--- src/pms_regs.svh ---
/*
 register offsets, field positions and reset values of the power mode
 sequencer. assumes it is included by bare name where needed.
*/
`ifndef PMS_REGS_SVH
`define PMS_REGS_SVH

// ------------------------------------------------------------
// register offsets (byte addresses)
// ------------------------------------------------------------
`define PMS_PLL_CONTROL_REGISTER_OFS   8'h00
`define PMS_REG_CTL_OFS   8'h04
`define PMS_MODE_REQ_OFS  8'h08
`define PMS_STATUS_OFS    8'h0C

// ------------------------------------------------------------
// pll_control_register fields
// ------------------------------------------------------------
`define PMS_PLL_OFF_BIT   0
`define PMS_PLL_BYP_BIT   1
`define PMS_PLL_RST       2'h0

// ------------------------------------------------------------
// regulator_control_register fields
// ------------------------------------------------------------
`define PMS_REGULATOR_FREQUENCY_FIELD_LSB      0
`define PMS_WEN_PHY_BIT   2
`define PMS_WEN_RTC_BIT   3
`define PMS_WEN_ETH_BIT   4
`define PMS_SELFREF_BIT   5
`define PMS_REG_RST       6'h03

// ------------------------------------------------------------
// mode request codes written to the mode request register
// ------------------------------------------------------------
`define PMS_REQ_FULLON    3'h0
`define PMS_REQ_ACTIVE    3'h1
`define PMS_REQ_SLEEP     3'h2
`define PMS_REQ_DEEP      3'h3

`endif

--- src/pms_pkg.sv ---
/*
 types of the power mode sequencer. assumes nothing of its surroundings.
*/
`default_nettype none
package pms_pkg;
    // one-hot operating modes
    typedef enum logic [4:0] {
        PMS_FULLON = 5'h01,
        PMS_ACTIVE = 5'h02,
        PMS_SLEEP  = 5'h04,
        PMS_DEEP   = 5'h08,
        PMS_HIBER  = 5'h10
    } pms_mode_t;
endpackage
`default_nettype wire

--- src/pms_sequencer.sv ---
/*
 power mode sequencer: walks full-on, active, sleep, deep sleep and
 hibernate, gates core and system clocks, drives the regulator wake
 output and the pad three-state, and holds sdram in self-refresh.
 assumes one 100 MHz clock, a plain register port, and that rst here
 is the always-on domain reset; the chip reset pin arrives as rst_pin.
*/
// The register offsets and strobed register access were chosen for this implementation.
// Summary of operation
// - sleep stops core clock only
// - sleep wake picks mode from bypass flag; a rst_pin wake enters full-on
// - sleep blocks system dma to l1
// - deep sleep stops core and system clocks
// - deep sleep blocks async peripheral access
// - deep sleep exits only on reset, rtc
// - rtc wake from deep sleep enters active
// - reset in deep sleep enters full-on
// - hibernate removes core supply and clocks
// - frequency field zero drops wake output
// - hibernate three-states external signals
// - rtc or reset pin wake hibernate
// - hibernate wake starts hardware reset sequence
// - each wake source has enable bit; here the bits gate hibernate wake only, rst_pin has none
// - enabled wake event raises wake output
// - ethernet may request regulator power-up
// - only regulator register survives hibernate; here the mode request code req_q is kept too
// - control bit holds sdram in self-refresh
`timescale 1ns/100ps
`default_nettype none
`include "pms_regs.svh"

module pms_sequencer
(
    input  wire logic       clk,              // 100 MHz always-on clock
    input  wire logic       rst,              // async, active high
    input  wire logic [7:0] addr,             // register byte address
    input  wire logic [7:0] wdata,            // write data
    input  wire logic       wr,               // write strobe
    input  wire logic       rd,               // read strobe
    output var  logic [7:0] rdata,            // read data, cycle after rd
    input  wire logic       wake_pin_n,       // phy_interrupt_input pin
    input  wire logic       rtc_wake,         // rtc wakeup event level
    input  wire logic       rst_pin,          // chip reset pin, active high
    input  wire logic       eth_wake,         // ethernet wake request
    input  wire logic       core_idle,        // core executed idle
    output var  logic       core_clock_en,    // core_clock gate
    output var  logic       sys_clock_en,     // system clock gate
    output var  logic       core_power_en,    // core supply request
    output var  logic       regulator_wake_output,
    output var  logic       pads_hiz,         // three-state external pins
    output var  logic       l1_dma_block,     // refuse dma to l1
    output var  logic       async_block,      // refuse async accesses
    output var  logic       hw_reset_start,   // one-cycle reset kick
    output var  logic       sdram_self_refresh_hold,
    output var  logic [4:0] mode              // current mode, one-hot
);

    // ------------------------------------------------------------
    // input synchronisers
    // ------------------------------------------------------------
    logic [2:0] sync1_q;                      // first stage, read by sync2
    logic [2:0] sync2_q;                      // second stage
    logic       rtc_prev_q;                   // for rtc edge detect

    // pins come from outside the clock domain
    always_ff @(posedge clk or posedge rst)
    begin
        if (rst)
        begin
            sync1_q <= 3'h1;
            sync2_q <= 3'h1;
        end
        else
        begin
            sync1_q <= {rst_pin, rtc_wake, wake_pin_n};
            sync2_q <= sync1_q;
        end
    end

    wire logic phy_n_s = sync2_q[0];           // low means wake
    wire logic rtc_s   = sync2_q[1];
    wire logic rpin_s  = sync2_q[2];

    // rtc acts on the rising edge so a stale level does not re-wake
    always_ff @(posedge clk or posedge rst)
    begin
        if (rst)
            rtc_prev_q <= 1'b0;
        else
            rtc_prev_q <= rtc_s;
    end
    wire logic rtc_ev = rtc_s & ~rtc_prev_q;

    // ------------------------------------------------------------
    // registers
    // ------------------------------------------------------------
    logic [1:0] pll_q;                        // pll_control_register
    logic [5:0] vr_q;                         // regulator_control_register
    logic       wake_q;                       // regulator wake level
    pms_pkg::pms_mode_t mode_q;
    pms_pkg::pms_mode_t mode_d;

    wire logic we_pll = wr && (addr == `PMS_PLL_CONTROL_REGISTER_OFS);
    wire logic we_vr  = wr && (addr == `PMS_REG_CTL_OFS);
    wire logic we_req = wr && (addr == `PMS_MODE_REQ_OFS);

    // pll register is lost across hibernate, reloaded on wake
    always_ff @(posedge clk or posedge rst)
    begin
        if (rst)
            pll_q <= `PMS_PLL_RST;
        else if (hw_reset_start)
            pll_q <= `PMS_PLL_RST;
        else if (we_pll)
            pll_q <= wdata[1:0];
    end

    // regulator register keeps its value through hibernate
    always_ff @(posedge clk or posedge rst)
    begin
        if (rst)
            vr_q <= `PMS_REG_RST;
        else if (we_vr)
            vr_q <= wdata[5:0];
    end

    wire logic pll_off = pll_q[`PMS_PLL_OFF_BIT];
    wire logic pll_byp = pll_q[`PMS_PLL_BYP_BIT];
    wire logic regulator_frequency_field_zero = (vr_q[`PMS_REGULATOR_FREQUENCY_FIELD_LSB +: 2] == 2'h0);

    // enabled wake sources, each gated by its own bit except rpin_s, which has none
    wire logic wk_phy = ~phy_n_s & vr_q[`PMS_WEN_PHY_BIT];
    wire logic wk_rtc = rtc_ev & vr_q[`PMS_WEN_RTC_BIT];
    wire logic wk_eth = eth_wake & vr_q[`PMS_WEN_ETH_BIT];
    wire logic hib_wake = wk_phy | wk_rtc | wk_eth | rpin_s;

    // ------------------------------------------------------------
    // mode state machine
    // ------------------------------------------------------------
    // requests take effect when the core goes idle; a request for
    // full-on or sleep with the pll off is ignored (software duty)
    logic [2:0] req_q;                        // pending request code
    logic       req_v_q;                      // request pending

    always_ff @(posedge clk or posedge rst)
    begin
        if (rst)
        begin
            req_q   <= `PMS_REQ_FULLON;
            req_v_q <= 1'b0;
        end
        else if (we_req)
        begin
            req_q   <= wdata[2:0];
            req_v_q <= 1'b1;
        end
        else if (core_idle || mode_q != pms_pkg::PMS_FULLON &&
                 mode_q != pms_pkg::PMS_ACTIVE)
            req_v_q <= 1'b0;
    end

    always_comb
    begin
        mode_d = mode_q;
        case (mode_q)
            pms_pkg::PMS_FULLON, pms_pkg::PMS_ACTIVE:
            begin
                if (regulator_frequency_field_zero)
                    mode_d = pms_pkg::PMS_HIBER;
                else if (req_v_q && core_idle)
                begin
                    case (req_q)
                        `PMS_REQ_FULLON:
                            if (!pll_off)
                                mode_d = pms_pkg::PMS_FULLON;
                        `PMS_REQ_ACTIVE:
                            mode_d = pms_pkg::PMS_ACTIVE;
                        `PMS_REQ_SLEEP:
                            if (!pll_off)
                                mode_d = pms_pkg::PMS_SLEEP;
                        `PMS_REQ_DEEP:
                            mode_d = pms_pkg::PMS_DEEP;
                        default:
                            mode_d = mode_q;
                    endcase
                end
            end
            pms_pkg::PMS_SLEEP:
            begin
                // any wake event; bypass chooses the target, except rst_pin, which always goes to full-on
                if (rpin_s)
                    mode_d = pms_pkg::PMS_FULLON;
                else if (rtc_ev || ~phy_n_s || eth_wake)
                    mode_d = pll_byp ? pms_pkg::PMS_ACTIVE
                                     : pms_pkg::PMS_FULLON;
            end
            pms_pkg::PMS_DEEP:
            begin
                // only reset or rtc leave deep sleep
                if (rpin_s)
                    mode_d = pms_pkg::PMS_FULLON;
                else if (rtc_ev)
                    mode_d = pms_pkg::PMS_ACTIVE;
            end
            pms_pkg::PMS_HIBER:
            begin
                // the latched wake restarts through reset into full-on;
                // the event may be gone by the time software rewrites
                // the frequency, so the live source is not re-sampled
                if (wake_q && !regulator_frequency_field_zero)
                    mode_d = pms_pkg::PMS_FULLON;
            end
            default:
                mode_d = pms_pkg::PMS_FULLON;
        endcase
    end

    // mode register
    always_ff @(posedge clk or posedge rst)
    begin
        if (rst)
            mode_q <= pms_pkg::PMS_FULLON;
        else
            mode_q <= mode_d;
    end

    // ------------------------------------------------------------
    // wake output
    // ------------------------------------------------------------
    // writing zero frequency drops it; an enabled wake raises it and
    // software must then write a non-zero frequency to leave hibernate
    always_ff @(posedge clk or posedge rst)
    begin
        if (rst)
            wake_q <= 1'b1;
        else if (mode_q == pms_pkg::PMS_HIBER && hib_wake)
            wake_q <= 1'b1;
        else if (we_vr && wdata[1:0] == 2'h0)
            wake_q <= 1'b0;
    end

    // ------------------------------------------------------------
    // registered outputs
    // ------------------------------------------------------------
    // hibernate exit needs a non-zero frequency; in hardware the wake
    // output resets the register, here software must rewrite the frequency
    always_ff @(posedge clk or posedge rst)
    begin
        if (rst)
        begin
            core_clock_en           <= 1'b1;
            sys_clock_en            <= 1'b1;
            core_power_en           <= 1'b1;
            pads_hiz                <= 1'b0;
            l1_dma_block            <= 1'b0;
            async_block             <= 1'b0;
            hw_reset_start          <= 1'b0;
            sdram_self_refresh_hold <= 1'b0;
            regulator_wake_output   <= 1'b1;
            mode                    <= 5'h01;
        end
        else
        begin
            core_clock_en  <= (mode_d == pms_pkg::PMS_FULLON) ||
                              (mode_d == pms_pkg::PMS_ACTIVE);
            sys_clock_en   <= (mode_d != pms_pkg::PMS_DEEP) &&
                              (mode_d != pms_pkg::PMS_HIBER);
            core_power_en  <= (mode_d != pms_pkg::PMS_HIBER);
            pads_hiz       <= (mode_d == pms_pkg::PMS_HIBER);
            l1_dma_block   <= (mode_d == pms_pkg::PMS_SLEEP);
            async_block    <= (mode_d == pms_pkg::PMS_DEEP) ||
                              (mode_d == pms_pkg::PMS_HIBER);
            hw_reset_start <= (mode_q == pms_pkg::PMS_HIBER) &&
                              (mode_d == pms_pkg::PMS_FULLON);
            // held in hibernate and through the following reset pulse
            sdram_self_refresh_hold <= vr_q[`PMS_SELFREF_BIT] &&
                ((mode_d == pms_pkg::PMS_HIBER) ||
                 (mode_q == pms_pkg::PMS_HIBER));
            regulator_wake_output <= wake_q;
            mode           <= mode_d;
        end
    end

    // ------------------------------------------------------------
    // read port
    // ------------------------------------------------------------
    always_ff @(posedge clk or posedge rst)
    begin
        if (rst)
            rdata <= 8'h00;
        else if (rd)
        begin
            case (addr)
                `PMS_PLL_CONTROL_REGISTER_OFS:  rdata <= {6'h00, pll_q};
                `PMS_REG_CTL_OFS:  rdata <= {2'h0, vr_q};
                `PMS_MODE_REQ_OFS: rdata <= {4'h0, req_v_q, req_q};
                `PMS_STATUS_OFS:   rdata <= {2'h0, wake_q, mode_q};
                default:           rdata <= 8'h00;
            endcase
        end
        else
            rdata <= 8'h00;
    end

    // ------------------------------------------------------------
    // checks
    // ------------------------------------------------------------
    property p_deep_rtc;
        @(posedge clk) disable iff (rst)
        (mode_q == pms_pkg::PMS_DEEP && !rpin_s && rtc_ev)
            |=> mode_q == pms_pkg::PMS_ACTIVE;
    endproperty
    a_deep_rtc: assert property (p_deep_rtc)
        else $error("rtc wake from deep sleep not active");

    property p_deep_rst;
        @(posedge clk) disable iff (rst)
        (mode_q == pms_pkg::PMS_DEEP && rpin_s)
            |=> mode_q == pms_pkg::PMS_FULLON;
    endproperty
    a_deep_rst: assert property (p_deep_rst)
        else $error("reset in deep sleep not full-on");

    property p_deep_hold;
        @(posedge clk) disable iff (rst)
        (mode_q == pms_pkg::PMS_DEEP && !rpin_s && !rtc_ev)
            |=> mode_q == pms_pkg::PMS_DEEP;
    endproperty
    a_deep_hold: assert property (p_deep_hold)
        else $error("deep sleep left without cause");

    property p_sleep_clk;
        @(posedge clk) disable iff (rst)
        mode_q == pms_pkg::PMS_SLEEP |-> !core_clock_en && sys_clock_en;
    endproperty
    a_sleep_clk: assert property (p_sleep_clk)
        else $error("sleep clock gating wrong");

    property p_sleep_wake;
        @(posedge clk) disable iff (rst)
        (mode_q == pms_pkg::PMS_SLEEP && !rpin_s && rtc_ev && pll_byp)
            |=> mode_q == pms_pkg::PMS_ACTIVE;
    endproperty
    a_sleep_wake: assert property (p_sleep_wake)
        else $error("bypass wake not active");

    property p_deep_clk;
        @(posedge clk) disable iff (rst)
        mode_q == pms_pkg::PMS_DEEP |-> !sys_clock_en && async_block;
    endproperty
    a_deep_clk: assert property (p_deep_clk)
        else $error("deep sleep clocks running");

    property p_hib_pads;
        @(posedge clk) disable iff (rst)
        mode_q == pms_pkg::PMS_HIBER |-> pads_hiz && !core_power_en;
    endproperty
    a_hib_pads: assert property (p_hib_pads)
        else $error("hibernate pads or supply wrong");

    property p_hib_reset;
        @(posedge clk) disable iff (rst)
        (mode_q == pms_pkg::PMS_HIBER && mode_d == pms_pkg::PMS_FULLON)
            |=> hw_reset_start ##1 !hw_reset_start;
    endproperty
    a_hib_reset: assert property (p_hib_reset)
        else $error("hibernate wake without reset pulse");

    property p_regulator_frequency_field_low;
        @(posedge clk) disable iff (rst)
        (we_vr && wdata[1:0] == 2'h0 && mode_q != pms_pkg::PMS_HIBER)
            |=> ##1 !regulator_wake_output;
    endproperty
    a_regulator_frequency_field_low: assert property (p_regulator_frequency_field_low)
        else $error("wake output not dropped");

endmodule // pms_sequencer
`default_nettype wire

--- config.mk ---
export PLATFORM = sky130hd
export DESIGN_NAME = pms_sequencer
export DESIGN_NICKNAME = d
export VERILOG_FILES = /design/src/pms_pkg.sv /design/src/pms_sequencer.sv
export VERILOG_INCLUDE_DIRS = /design/src
export SDC_FILE = /design/constraint.sdc
export NUM_CORES = 1
export LEC_CHECK = 0
export CORE_MARGIN = 2
export CORE_UTILIZATION = 39
export DETAILED_ROUTE_END_ITERATION = 16
export DONT_BUFFER_PORTS = 1
export SLEW_MARGIN = 20
export SYNTH_ARGS = -nofsm -noshare
export SYNTH_HDL_FRONTEND = slang
export SYNTH_SLANG_ARGS = --single-unit
--- constraint.sdc ---
create_clock -name clk -period 3.83 [get_ports clk]
set_clock_uncertainty 0.2 [all_clocks]
set_input_delay 0.383 -clock clk [delete_from_list [all_inputs] [get_ports clk]]
set_output_delay 0.383 -clock clk [all_outputs]
set_load 0.005 [all_outputs]
==> results of run 1 <==
synth_stat cells (all sizes together), types with 2 or more instances:
cell type,count
nand3,3
inv,7
clkbuf,2
o21bai,2
or2,3
o21ai,3
mux2i,4
a22oi,4
nand2b,3
mux2,11
dfrtp,30
dfstp,10
o32ai,2
nand2,7
o31ai,3
a21oi,4
mux4,2
o211ai,2
nor2,20
nor2b,4
nor4b,2
buf,7
o2111ai,2
or4b,2
kinds of logic after synthesis:
| kind of cell | Yosys count | synth area share, % |
|---|---|---|
| XOR/XNOR | 2 | 0.951 |
| other | 1 | 0.203 |
| AO/OA/AOI/OAI | 26 | 10.5 |
| multiplexers | 17 | 11.5 |
| flip-flops | 40 | 55.0 |
| AND/OR/NAND/NOR | 54 | 16.8 |
| buffers and inverters | 16 | 5.02 |
report_power, final:
part           switching [W]  leakage, nW  internal (W)  total (W)
sequential         0.0000593        0.505      0.000492   0.000551
combinational      0.0000850        0.313     0.0000838   0.000169
clock               0.000138       0.0455      0.000147   0.000285
how the worst min path moves through the flow:
| stage | to | depth (start not counted) |
|---|---|---|
| 2_1_floorplan | sync2_q[1]$_DFF_PP0_ | 0 |
| 3_3_place_gp | sync2_q[1]$_DFF_PP0_ | 0 |
| 3_5_place_dp | sync2_q[1]$_DFF_PP0_ | 0 |
| 4_1_cts | req_q[0]$_DFFE_PP0P_ | 1 |
| 5_1_grt | vr_q[5]$_DFFE_PP0P_ | 1 |
| 6_report | req_q[0]$_DFFE_PP0P_ | 1 |
registers in the layout, summed over array words and instances (netlist names):
name,count
async_block,1
core_clock_en,1
core_power_en,1
hw_reset_start,1
l1_dma_block,1
mode,5
pads_hiz,1
pll_q,2
rdata,6
regulator_wake_output,1
req_q,3
req_v_q,1
rtc_prev_q,1
sdram_self_refresh_hold,1
sync1_q,3
sync2_q,3
sys_clock_en,1
vr_q,6
wake_q,1
final cells by class:
cell class,instances,area [sq um]
inverter,7,26.3
fill,448,2640
multi-input combinational,101,741
clock buffer,8,90.1
timing repair buffer,5,47.5
tap,54,67.6
sequential,40,1010
metrics by stage:
step | setup slack, ns | instance area (sq um)
global route | 1.40 | 1990
detailed placement | 1.50 | 1860
floorplan | 1.68 | 1850
CTS | 1.49 | 1990
global placement | 1.52 | 1860
finish | 1.50 | 1990
layer usage:
layer / vias up / global-route usage [%] / part of all wire [%]
met5: - / 0 / 0
met4: 0 / 7.00 / 1.8
met3: 6 / 5.11 / 4.7
met2: 38 / 25.7 / 50
met1: 619 / 19.4 / 44
li1: 563 / - / -
worst max-delay path, delay by kind of cell, from the launching register on:
family | cells | cell delay [ns]
simple gates | 4 | 1.18
compound gates | 1 | 0.35
flops | 1 | 0.53
==> flow_metrics.env, run 1 <==
export IMPL_antenna_found_initial=0
export IMPL_synth_warnings=0
export IMPL_clockBufferDepth=2
export IMPL_diodes=0
export IMPL_finalNetCount=185
export IMPL_ctsResizeCount=0
export IMPL_cp_startpoint="mode[1]$_DFF_PP0_"
export IMPL_r2r_setup_slack_ns=1.50
export IMPL_row_count=25
export IMPL_power_w=0.00100
export IMPL_post_route_period_util_pct=60.7
export IMPL_crit_chain="or4b_4, nand2b_4, a311oi_2, nand4b_2, or2_1"
export IMPL_cts_tree="yes"
export IMPL_wire_per_inst_um=18.0
export IMPL_initial_core_util_pct=39.8
export IMPL_most_common_layout_cells="dfrtp_1, nor2_1, mux2_2, dfstp_2"
export IMPL_viasPerCell=5.70
export IMPL_finalWirelength_um=3860
export IMPL_fp_dieH_um=72.7
export IMPL_synth_area_top_cells="dfrtp_1, dfstp_2, mux2_2"
export IMPL_numPlacedInstances=203
export IMPL_grt_pass1_wl_um=6200
export IMPL_cts_max_level=2
export IMPL_setup_tns_ns=0
export IMPL_power_density_nw_per_um2=506
export IMPL_critPathKind="flip-flop to flip-flop"
export IMPL_clock_latency_ns=0.29
export IMPL_grt_pass1_vias=1248
export IMPL_fmax_mhz=430
export IMPL_drc_errors=0
export IMPL_area_growth_pct=7.74
export IMPL_avgSynthCellArea_sq_um=11.8
export IMPL_timing_hold_ws_ns=0.0352
export IMPL_crit_arrival_ns=2.35
export IMPL_worst_pin_slew_ns=0.529
export IMPL_grt_max_degree=41
export IMPL_layout_cells_non_filler=215
export IMPL_syn_area_sq_um=1840
export IMPL_grt_ovfl_total=0
export IMPL_dp_hpwl_um=2880
export IMPL_dr_first_iter_drc_count=42
export IMPL_place_congestion=0.786
export IMPL_synth_seq_cells=40
export IMPL_cp_max_fo=11
export IMPL_async_flop_share_pct=100
export IMPL_syn_inst=156
export IMPL_worst_path_largest_cell_delay_ns=0.60
export IMPL_dieArea_sq_um=5290
export IMPL_synth_flop_cell="dfrtp_1"
export IMPL_slowest_stage="or4b_4"
export IMPL_cts_buffers=5
export IMPL_hold_path_class="primary input to flip-flop"
export IMPL_endpoint_kind="flip-flop"
export IMPL_setup_violations=0
export IMPL_slew_viol_final=0
export IMPL_grt_setup_unrepaired="false"
export IMPL_synthDistinctLibCells=47
export IMPL_ir_worst_vdd_mv=0.176
export IMPL_clkTransAtPathRegs_ns=0.07
export IMPL_r2r_end="sys_clock_en$_DFF_PP1_"
export IMPL_synth_edf_count=0
export IMPL_r2r_cells=5
export IMPL_fin_util_pct=42.9
export IMPL_antenna_left=0
export IMPL_synth_top_area_share_pct=40.7
export IMPL_grt_usage_pct=15.9
export IMPL_min_from="wdata[0]"
export IMPL_synth_top_cell_by_area="dfrtp_1"
export IMPL_fp_dieW_um=72.7
export IMPL_ys_seq_area_share_pct=55.0
export IMPL_post_cts_setup_buffers=0
export IMPL_clock_sinks=40
export IMPL_finalHoldViolCount=0
export IMPL_fin_crit_ns=2.33
export IMPL_io_pins=47
export IMPL_cts_root_buf="clkbuf_8"
export IMPL_start_kind="flip-flop"
export IMPL_first_pass_iters=5
export IMPL_portBuffers=0
export IMPL_r2r_start="mode[1]$_DFF_PP0_"
export IMPL_mostFrequentLayoutCell="dfrtp_1"
export IMPL_required_ns=3.85
export IMPL_cellLeakagePower_nw=0.863
export IMPL_critPathCapture="sys_clock_en$_DFF_PP1_"
export IMPL_hold_buffers=4
export IMPL_coreArea_sq_um=4630
export IMPL_drive_gt1_share_pct=23.6
export IMPL_slew_headroom_pct=64.2
export IMPL_cap_violations=0
export IMPL_outcome="finished, final reports clean"
export IMPL_vias=1226
Note: power is estimated with default switching activity, not from simulation.
==> run 2: changes to the inputs <==
--- a/config.mk
+++ b/config.mk
@@ -6,6 +6,7 @@
 export SDC_FILE = /design/constraint.sdc
 export NUM_CORES = 1
 export LEC_CHECK = 0
+export ABC_AREA = 1
 export CORE_MARGIN = 2
 export CORE_UTILIZATION = 39
 export DETAILED_ROUTE_END_ITERATION = 16
==> constraint.sdc (replaced) <==
create_clock -name clk -period 1.9 [get_ports clk]
set_clock_uncertainty 0.2 [all_clocks]
set_input_delay 0.19 -clock clk [delete_from_list [all_inputs] [get_ports clk]]
set_output_delay 0.19 -clock clk [all_outputs]
set_load 0.005 [all_outputs]
==> flow_metrics.env, run 2 <==
export IMPL_initial_core_util_pct=39.8
export IMPL_fp_dieW_um=75.5
export IMPL_most_common_layout_cells="nand2_1, dfrtp_1, nand3_1, dlygate4sd3_1, inv_1"
export IMPL_antenna_left=0
export IMPL_drc_errors=0
export IMPL_cap_violations=0
export IMPL_row_count=26
export IMPL_cellLeakagePower_nw=1.16
export IMPL_r2r_start="mode[4]$_DFF_PP0_"
export IMPL_cts_root_buf="clkbuf_8"
export IMPL_synth_top_area_share_pct=37.7
export IMPL_grt_pass1_wl_um=7600
export IMPL_endpoint_kind="flip-flop"
export IMPL_place_congestion=0.834
export IMPL_path_delay_family="buffers and inverters"
export IMPL_clock_latency_ns=0.29
export IMPL_cp_depth=4
export IMPL_synth_top_cell_by_area="dfrtp_1"
export IMPL_dpl_cell_area_sq_um=2060
export IMPL_outcome="finished, final reports clean"
export IMPL_power_density_nw_per_um2=888
export IMPL_grt_max_degree=41
export IMPL_r2r_cells=9
export IMPL_finalWirelength_um=4400
export IMPL_cts_max_level=2
export IMPL_cts_buffers=5
export IMPL_avgSynthCellArea_sq_um=8.27
export IMPL_portBuffers=0
export IMPL_syn_area_sq_um=1990
export IMPL_clock_sinks=40
export IMPL_viasPerCell=4.78
export IMPL_multi_input_area_sq_um=821
export IMPL_slowest_stage="dlygate4sd3_1"
export IMPL_slew_viol_final=0
export IMPL_n_fill_cell=509
export IMPL_post_route_period_util_pct=96.0
export IMPL_fin_util_pct=48.5
export IMPL_ir_worst_vdd_mv=0.405
export IMPL_worst_path_largest_cell_delay_ns=0.68
export IMPL_fmax_mhz=548
export IMPL_power_w=0.00215
export IMPL_crit_chain="dlygate4sd3_1, nand3_2, dlygate4sd3_1, o21ai_1"
export IMPL_synth_flop_cell="dfrtp_1"
export IMPL_clockBufferDepth=2
export IMPL_synth_edf_count=0
export IMPL_synth_warnings=0
export IMPL_fin_crit_ns=1.82
export IMPL_ys_seq_area_share_pct=50.8
export IMPL_area_growth_pct=21.8
export IMPL_setup_violations=0
export IMPL_synth_area_top_cells="dfrtp_1, dfstp_2, nand2_1"
export IMPL_antenna_found_initial=0
export IMPL_crit_arrival_ns=1.84
export IMPL_cp_max_fo=6
export IMPL_async_flop_share_pct=100
export IMPL_mostFrequentLayoutCell="nand2_1"
export IMPL_dr_first_iter_drc_count=116
export IMPL_diodes=0
export IMPL_r2r_setup_slack_ns=0.27
export IMPL_io_pins=47
export IMPL_start_kind="primary input"
export IMPL_muxShareOfSynthArea_pct=0
export IMPL_syn_inst=241
export IMPL_synth_compound_area_share_pct=7.47
export IMPL_drive_gt1_share_pct=18.2
export IMPL_cts_tree="yes"
export IMPL_synth_top_family_by_area="simple AND/OR/NAND/NOR gates"
export IMPL_timing_hold_ws_ns=0.00694
export IMPL_grt_pass1_vias=1681
export IMPL_min_to="rdata[3]$_DFF_PP0_"
export IMPL_synth_xor_area_share_pct=0
export IMPL_setup_tns_ns=0
export IMPL_required_ns=1.92
export IMPL_finalNetCount=298
export IMPL_synth_fa_ha_area_share_pct=0
export IMPL_crit_path_frequent_cell="dlygate4sd3_1"
export IMPL_wire_per_inst_um=12.8
export IMPL_finalHoldViolCount=0
export IMPL_grt_setup_unrepaired="false"
export IMPL_grt_ovfl_total=0
export IMPL_regArea_sq_um=1010
export IMPL_synthDistinctLibCells=29
export IMPL_fin_area_sq_um=2430
export IMPL_synthTopCellsByCount="nand2_1, dfrtp_1, nand3_1, inv_1, nor2_1"
export IMPL_yosysMostFrequentCell="nand2_1"
export IMPL_dieArea_sq_um=5700
export IMPL_vias=1646
export IMPL_cp_num_buf_inv=2
export IMPL_min_from="addr[2]"
export IMPL_fp_dieH_um=75.5
export IMPL_first_pass_iters=4
export IMPL_r2r_end="async_block$_DFF_PP0_"
export IMPL_hold_path_class="primary input to flip-flop"
export IMPL_reg_top3="rdata x6, vr_q x6, mode x5"
export IMPL_synth_seq_cells=40
export IMPL_coreArea_sq_um=5010
export IMPL_hold_depth=5
export IMPL_critPathKind="primary input to flip-flop"
export IMPL_clkTransAtPathRegs_ns=0.07
export IMPL_grt_usage_pct=17.7
export IMPL_dp_hpwl_um=3130
export IMPL_yosys_area_share_simple_pct=33.3
-- run 2: changes by cell type after synthesis, moves of 4 or more --
cell,delta
nand2_1,+55
mux2i_1,-4
inv_1,+19
nor2b_1,-4
o21ai_1,+13
nand2_2,+6
inv_2,+9
mux2_2,-11
a22oi_1,-4
nand3_1,+24
nor2_4,+6
-- run 2: area by class of cell --
class,instances,share of cell area [%]
Clock buffer,6,3.40
Clock inverter,2,0.412
Inverter,36,5.57
Multi-Input combinational cell,162,33.8
Sequential cell,40,41.8
Tap cell,70,3.61
Timing Repair Buffer,28,11.4
-- run 2: through the flow --
| step | setup WS (ns) | std cells |
|---|---|---|
| 3_5_place_dp | 0.269 | 309 |
| 6_report | 0.0767 | 344 |
| 4_1_cts | 0.119 | 344 |
| 2_1_floorplan | 0.454 | 242 |
| 5_1_grt | 0.0201 | 344 |
| 3_3_place_gp | 0.276 | 309 |
-- run 2: how the worst max path moves through the flow --
stage | end | start | slack (ns)
2_1_floorplan | async_block$_DFF_PP0_ | mode[0]$_DFF_PP1_ | 0.45
3_3_place_gp | core_clock_en$_DFF_PP1_ | mode[3]$_DFF_PP0_ | 0.28
3_5_place_dp | async_block$_DFF_PP0_ | mode[4]$_DFF_PP0_ | 0.27
4_1_cts | req_q[0]$_DFFE_PP0P_ | wr | 0.12
5_1_grt | req_q[0]$_DFFE_PP0P_ | wr | 0.02
6_report | req_q[0]$_DFFE_PP0P_ | wr | 0.08
-- run 2: power breakdown --
group	leakage (nW)	switching, W	total [W]	internal (W)
Combinational	0.607	0.000299	0.000468	0.000169
Sequential	0.503	0.000102	0.00111	0.00101
Clock	0.0510	0.000289	0.000579	0.000290
Total	1.16	0.000689	0.00215	0.00147
-- run 2: repair_timing --
action | CTS | global route
resized for setup | 0 | 0
setup buffers | 0 | 0
hold buffers | 27 | 0
endpoints found under the hold margin | 54 | 0
-- run 2: worst reg2reg max path, delay by kind of cell (launching register included) --
kind	cells	cell delay, ns
AOI/OAI and AO/OA	1	0.21
buffers and inverters	3	0.20
DFF	1	0.50
and+or+nand+nor	5	0.41
-- run 2: layer usage --
metal,up-vias,wire length [um],GRT usage (%)
li1,823,-,-
met1,746,1990,22.6
met2,61,2010,28.2
met3,16,249,4.10
met4,0,151,8.77
met5,-,0,0
-- run 2: logic make-up after synthesis --
logic type      Yosys count
other cells               1
buf+inv                  40
flops                    40
simple gates            134
compound gates           26
==> run 3: changes to the inputs <==
--- a/config.mk
+++ b/config.mk
@@ -11,6 +11,8 @@
 export CORE_UTILIZATION = 39
 export DETAILED_ROUTE_END_ITERATION = 16
 export DONT_BUFFER_PORTS = 1
+export GPL_TIMING_DRIVEN = 0
+export MAX_ROUTING_LAYER = met4
 export SLEW_MARGIN = 20
 export SYNTH_ARGS = -nofsm -noshare
 export SYNTH_HDL_FRONTEND = slang
==> flow_metrics.env, run 3 (synthesized netlist as in run 2, its figures left out) <==
export IMPL_outcome="finished, final reports clean"
export IMPL_power_density_nw_per_um2=924
export IMPL_clkTransAtPathRegs_ns=0.07
export IMPL_crit_chain="nor2_4, dlygate4sd3_1, nand4_1, dlygate4sd3_1, a21oi_1"
export IMPL_hold_path_class="primary input to flip-flop"
export IMPL_vias=1617
export IMPL_p_sw_share_pct=30.6
export IMPL_r2r_end="mode[0]$_DFF_PP1_"
export IMPL_path_delay_family="buffers and inverters"
export IMPL_cellLeakagePower_nw=1.17
export IMPL_clock_latency_ns=0.29
export IMPL_min_to="rdata[3]$_DFF_PP0_"
export IMPL_cap_violations=0
export IMPL_required_ns=1.91
export IMPL_fin_util_pct=48.9
export IMPL_drc_errors=0
export IMPL_setup_tns_ns=0
export IMPL_fin_crit_ns=1.70
export IMPL_initial_core_util_pct=39.8
export IMPL_viasPerCell=4.70
export IMPL_grt_ovfl_total=0
export IMPL_ir_worst_vdd_mv=0.434
export IMPL_p_int_w=0.00157
export IMPL_mostFrequentLayoutCell="nand2_1"
export IMPL_fp_dieH_um=75.5
export IMPL_endpoint_kind="flip-flop"
export IMPL_p_switching_w=0.000693
export IMPL_grt_pass1_wl_um=7540
export IMPL_antenna_left=0
export IMPL_start_kind="primary input"
export IMPL_clkPwrFrac_pct=29.8
export IMPL_clock_sinks=40
export IMPL_most_common_layout_cells="nand2_1, dfrtp_1, nand3_1, inv_1, dlygate4sd3_1"
export IMPL_cts_root_buf="clkbuf_8"
export IMPL_dieArea_sq_um=5700
export IMPL_n_fill_cell=514
export IMPL_grt_setup_unrepaired="false"
export IMPL_min_from="addr[2]"
export IMPL_finalNetCount=298
export IMPL_seqPwrFrac_pct=49.1
export IMPL_row_count=26
export IMPL_power_frac_comb_pct=21.2
export IMPL_r2r_setup_slack_ns=0.26
export IMPL_cp_max_fo=4
export IMPL_fp_dieW_um=75.5
export IMPL_finalWirelength_um=4390
export IMPL_portBuffers=0
export IMPL_antenna_found_initial=0
export IMPL_cp_num_buf_inv=2
export IMPL_first_pass_iters=4
export IMPL_slowest_stage="dlygate4sd3_1"
export IMPL_place_congestion=0.877
export IMPL_fmax_mhz=587
export IMPL_coreArea_sq_um=5010
export IMPL_power_w=0.00226
export IMPL_layout_cells_non_filler=344
export IMPL_wire_per_inst_um=12.8
export IMPL_dp_hpwl_um=3350
export IMPL_crit_arrival_ns=1.72
export IMPL_cts_max_level=2
export IMPL_grt_usage_pct=18.2
export IMPL_r2r_cells=9
export IMPL_cp_depth=5
export IMPL_hold_depth=5
export IMPL_crit_path_frequent_cell="dlygate4sd3_1"
export IMPL_grt_max_degree=23
export IMPL_dr_first_iter_drc_count=121
export IMPL_critPathKind="primary input to flip-flop"
export IMPL_post_cts_setup_buffers=0
export IMPL_grt_pass1_vias=1577
export IMPL_cts_buffers=5
export IMPL_dpl_worst_slack_ns=0.269
export IMPL_setup_violations=0
export IMPL_reg_top3="rdata x6, vr_q x6, mode x5"
export IMPL_drive_gt1_share_pct=19.7
export IMPL_r2r_start="mode[1]$_DFF_PP0_"
export IMPL_worst_path_largest_cell_delay_ns=0.62
export IMPL_post_route_period_util_pct=89.7
export IMPL_finalHoldViolCount=0
export IMPL_numPlacedInstances=313
export IMPL_cts_tree="yes"
export IMPL_diodes=0
export IMPL_clockBufferDepth=2
export IMPL_area_growth_pct=22.9
export IMPL_cp_startpoint="addr[1]"
export IMPL_slew_viol_final=0
export IMPL_fin_ws_ns=0.195
export IMPL_io_pins=47
[run 3: timing repair]
| action | CTS | global route |
|---|---|---|
| hold buffers | 23 | 0 |
| gates resized for setup | 0 | 0 |
| endpoints found under the hold margin | 59 | 0 |
| endpoints found under the setup margin | 0 | 0 |
[run 3: layer usage]
metal  GRT usage [%]  routed length, um  share of wire (%)
met1            24.4               2120                 48
met2            27.8               2010                 46
met3            3.57                178                4.1
met4            5.65                 85                1.9
met5               -                  0                  0
[run 3: worst max-delay path by stage]
stage	endpoint
global placement	rdata[5]$_DFF_PP0_
floorplan	async_block$_DFF_PP0_
CTS	rdata[5]$_DFF_PP0_
finish	rdata[5]$_DFF_PP0_
detailed placement	core_clock_en$_DFF_PP1_
global route	mode[0]$_DFF_PP1_
[run 3: stage by stage]
step	area (sq um)	hold slack (ns)
floorplan	2000	-0.00552
global placement	2080	-0.00546
detailed placement	2110	-0.0714
CTS	2450	0.00164
global route	2450	0.0228
finish	2450	0.00744
[run 3: layout make-up]
| cell class | instances | area (sq um) | area share (%) |
|---|---|---|---|
| buffer | 4 | 27.5 | 1.12 |
| clock buffer | 6 | 72.6 | 2.96 |
| tap | 70 | 87.6 | 3.58 |
| timing repair buffer | 24 | 258 | 10.5 |
| inverter | 36 | 135 | 5.52 |
| clock inverter | 2 | 35.0 | 1.43 |
| sequential | 40 | 1010 | 41.4 |
| multi-input combinational | 162 | 821 | 33.5 |
[run 3: power groups by stage]
stage	Sequential [W]	Clock, W	Combinational, W
finish	0.00111	0.000674	0.000479
global route	0.00113	0.000725	0.000560
CTS	0.00111	0.000695	0.000481
detailed placement	0.00113	0	0.000447
global placement	0.00113	0	0.000435
floorplan	0.00109	0	0.000368
[run 3: worst reg2reg max path, delay by kind of cell (launching register included)]
family | cells | cell delay, ns
and+or+nand+nor | 6 | 0.64
DFF | 1 | 0.49
buffers and inverters | 3 | 0.24
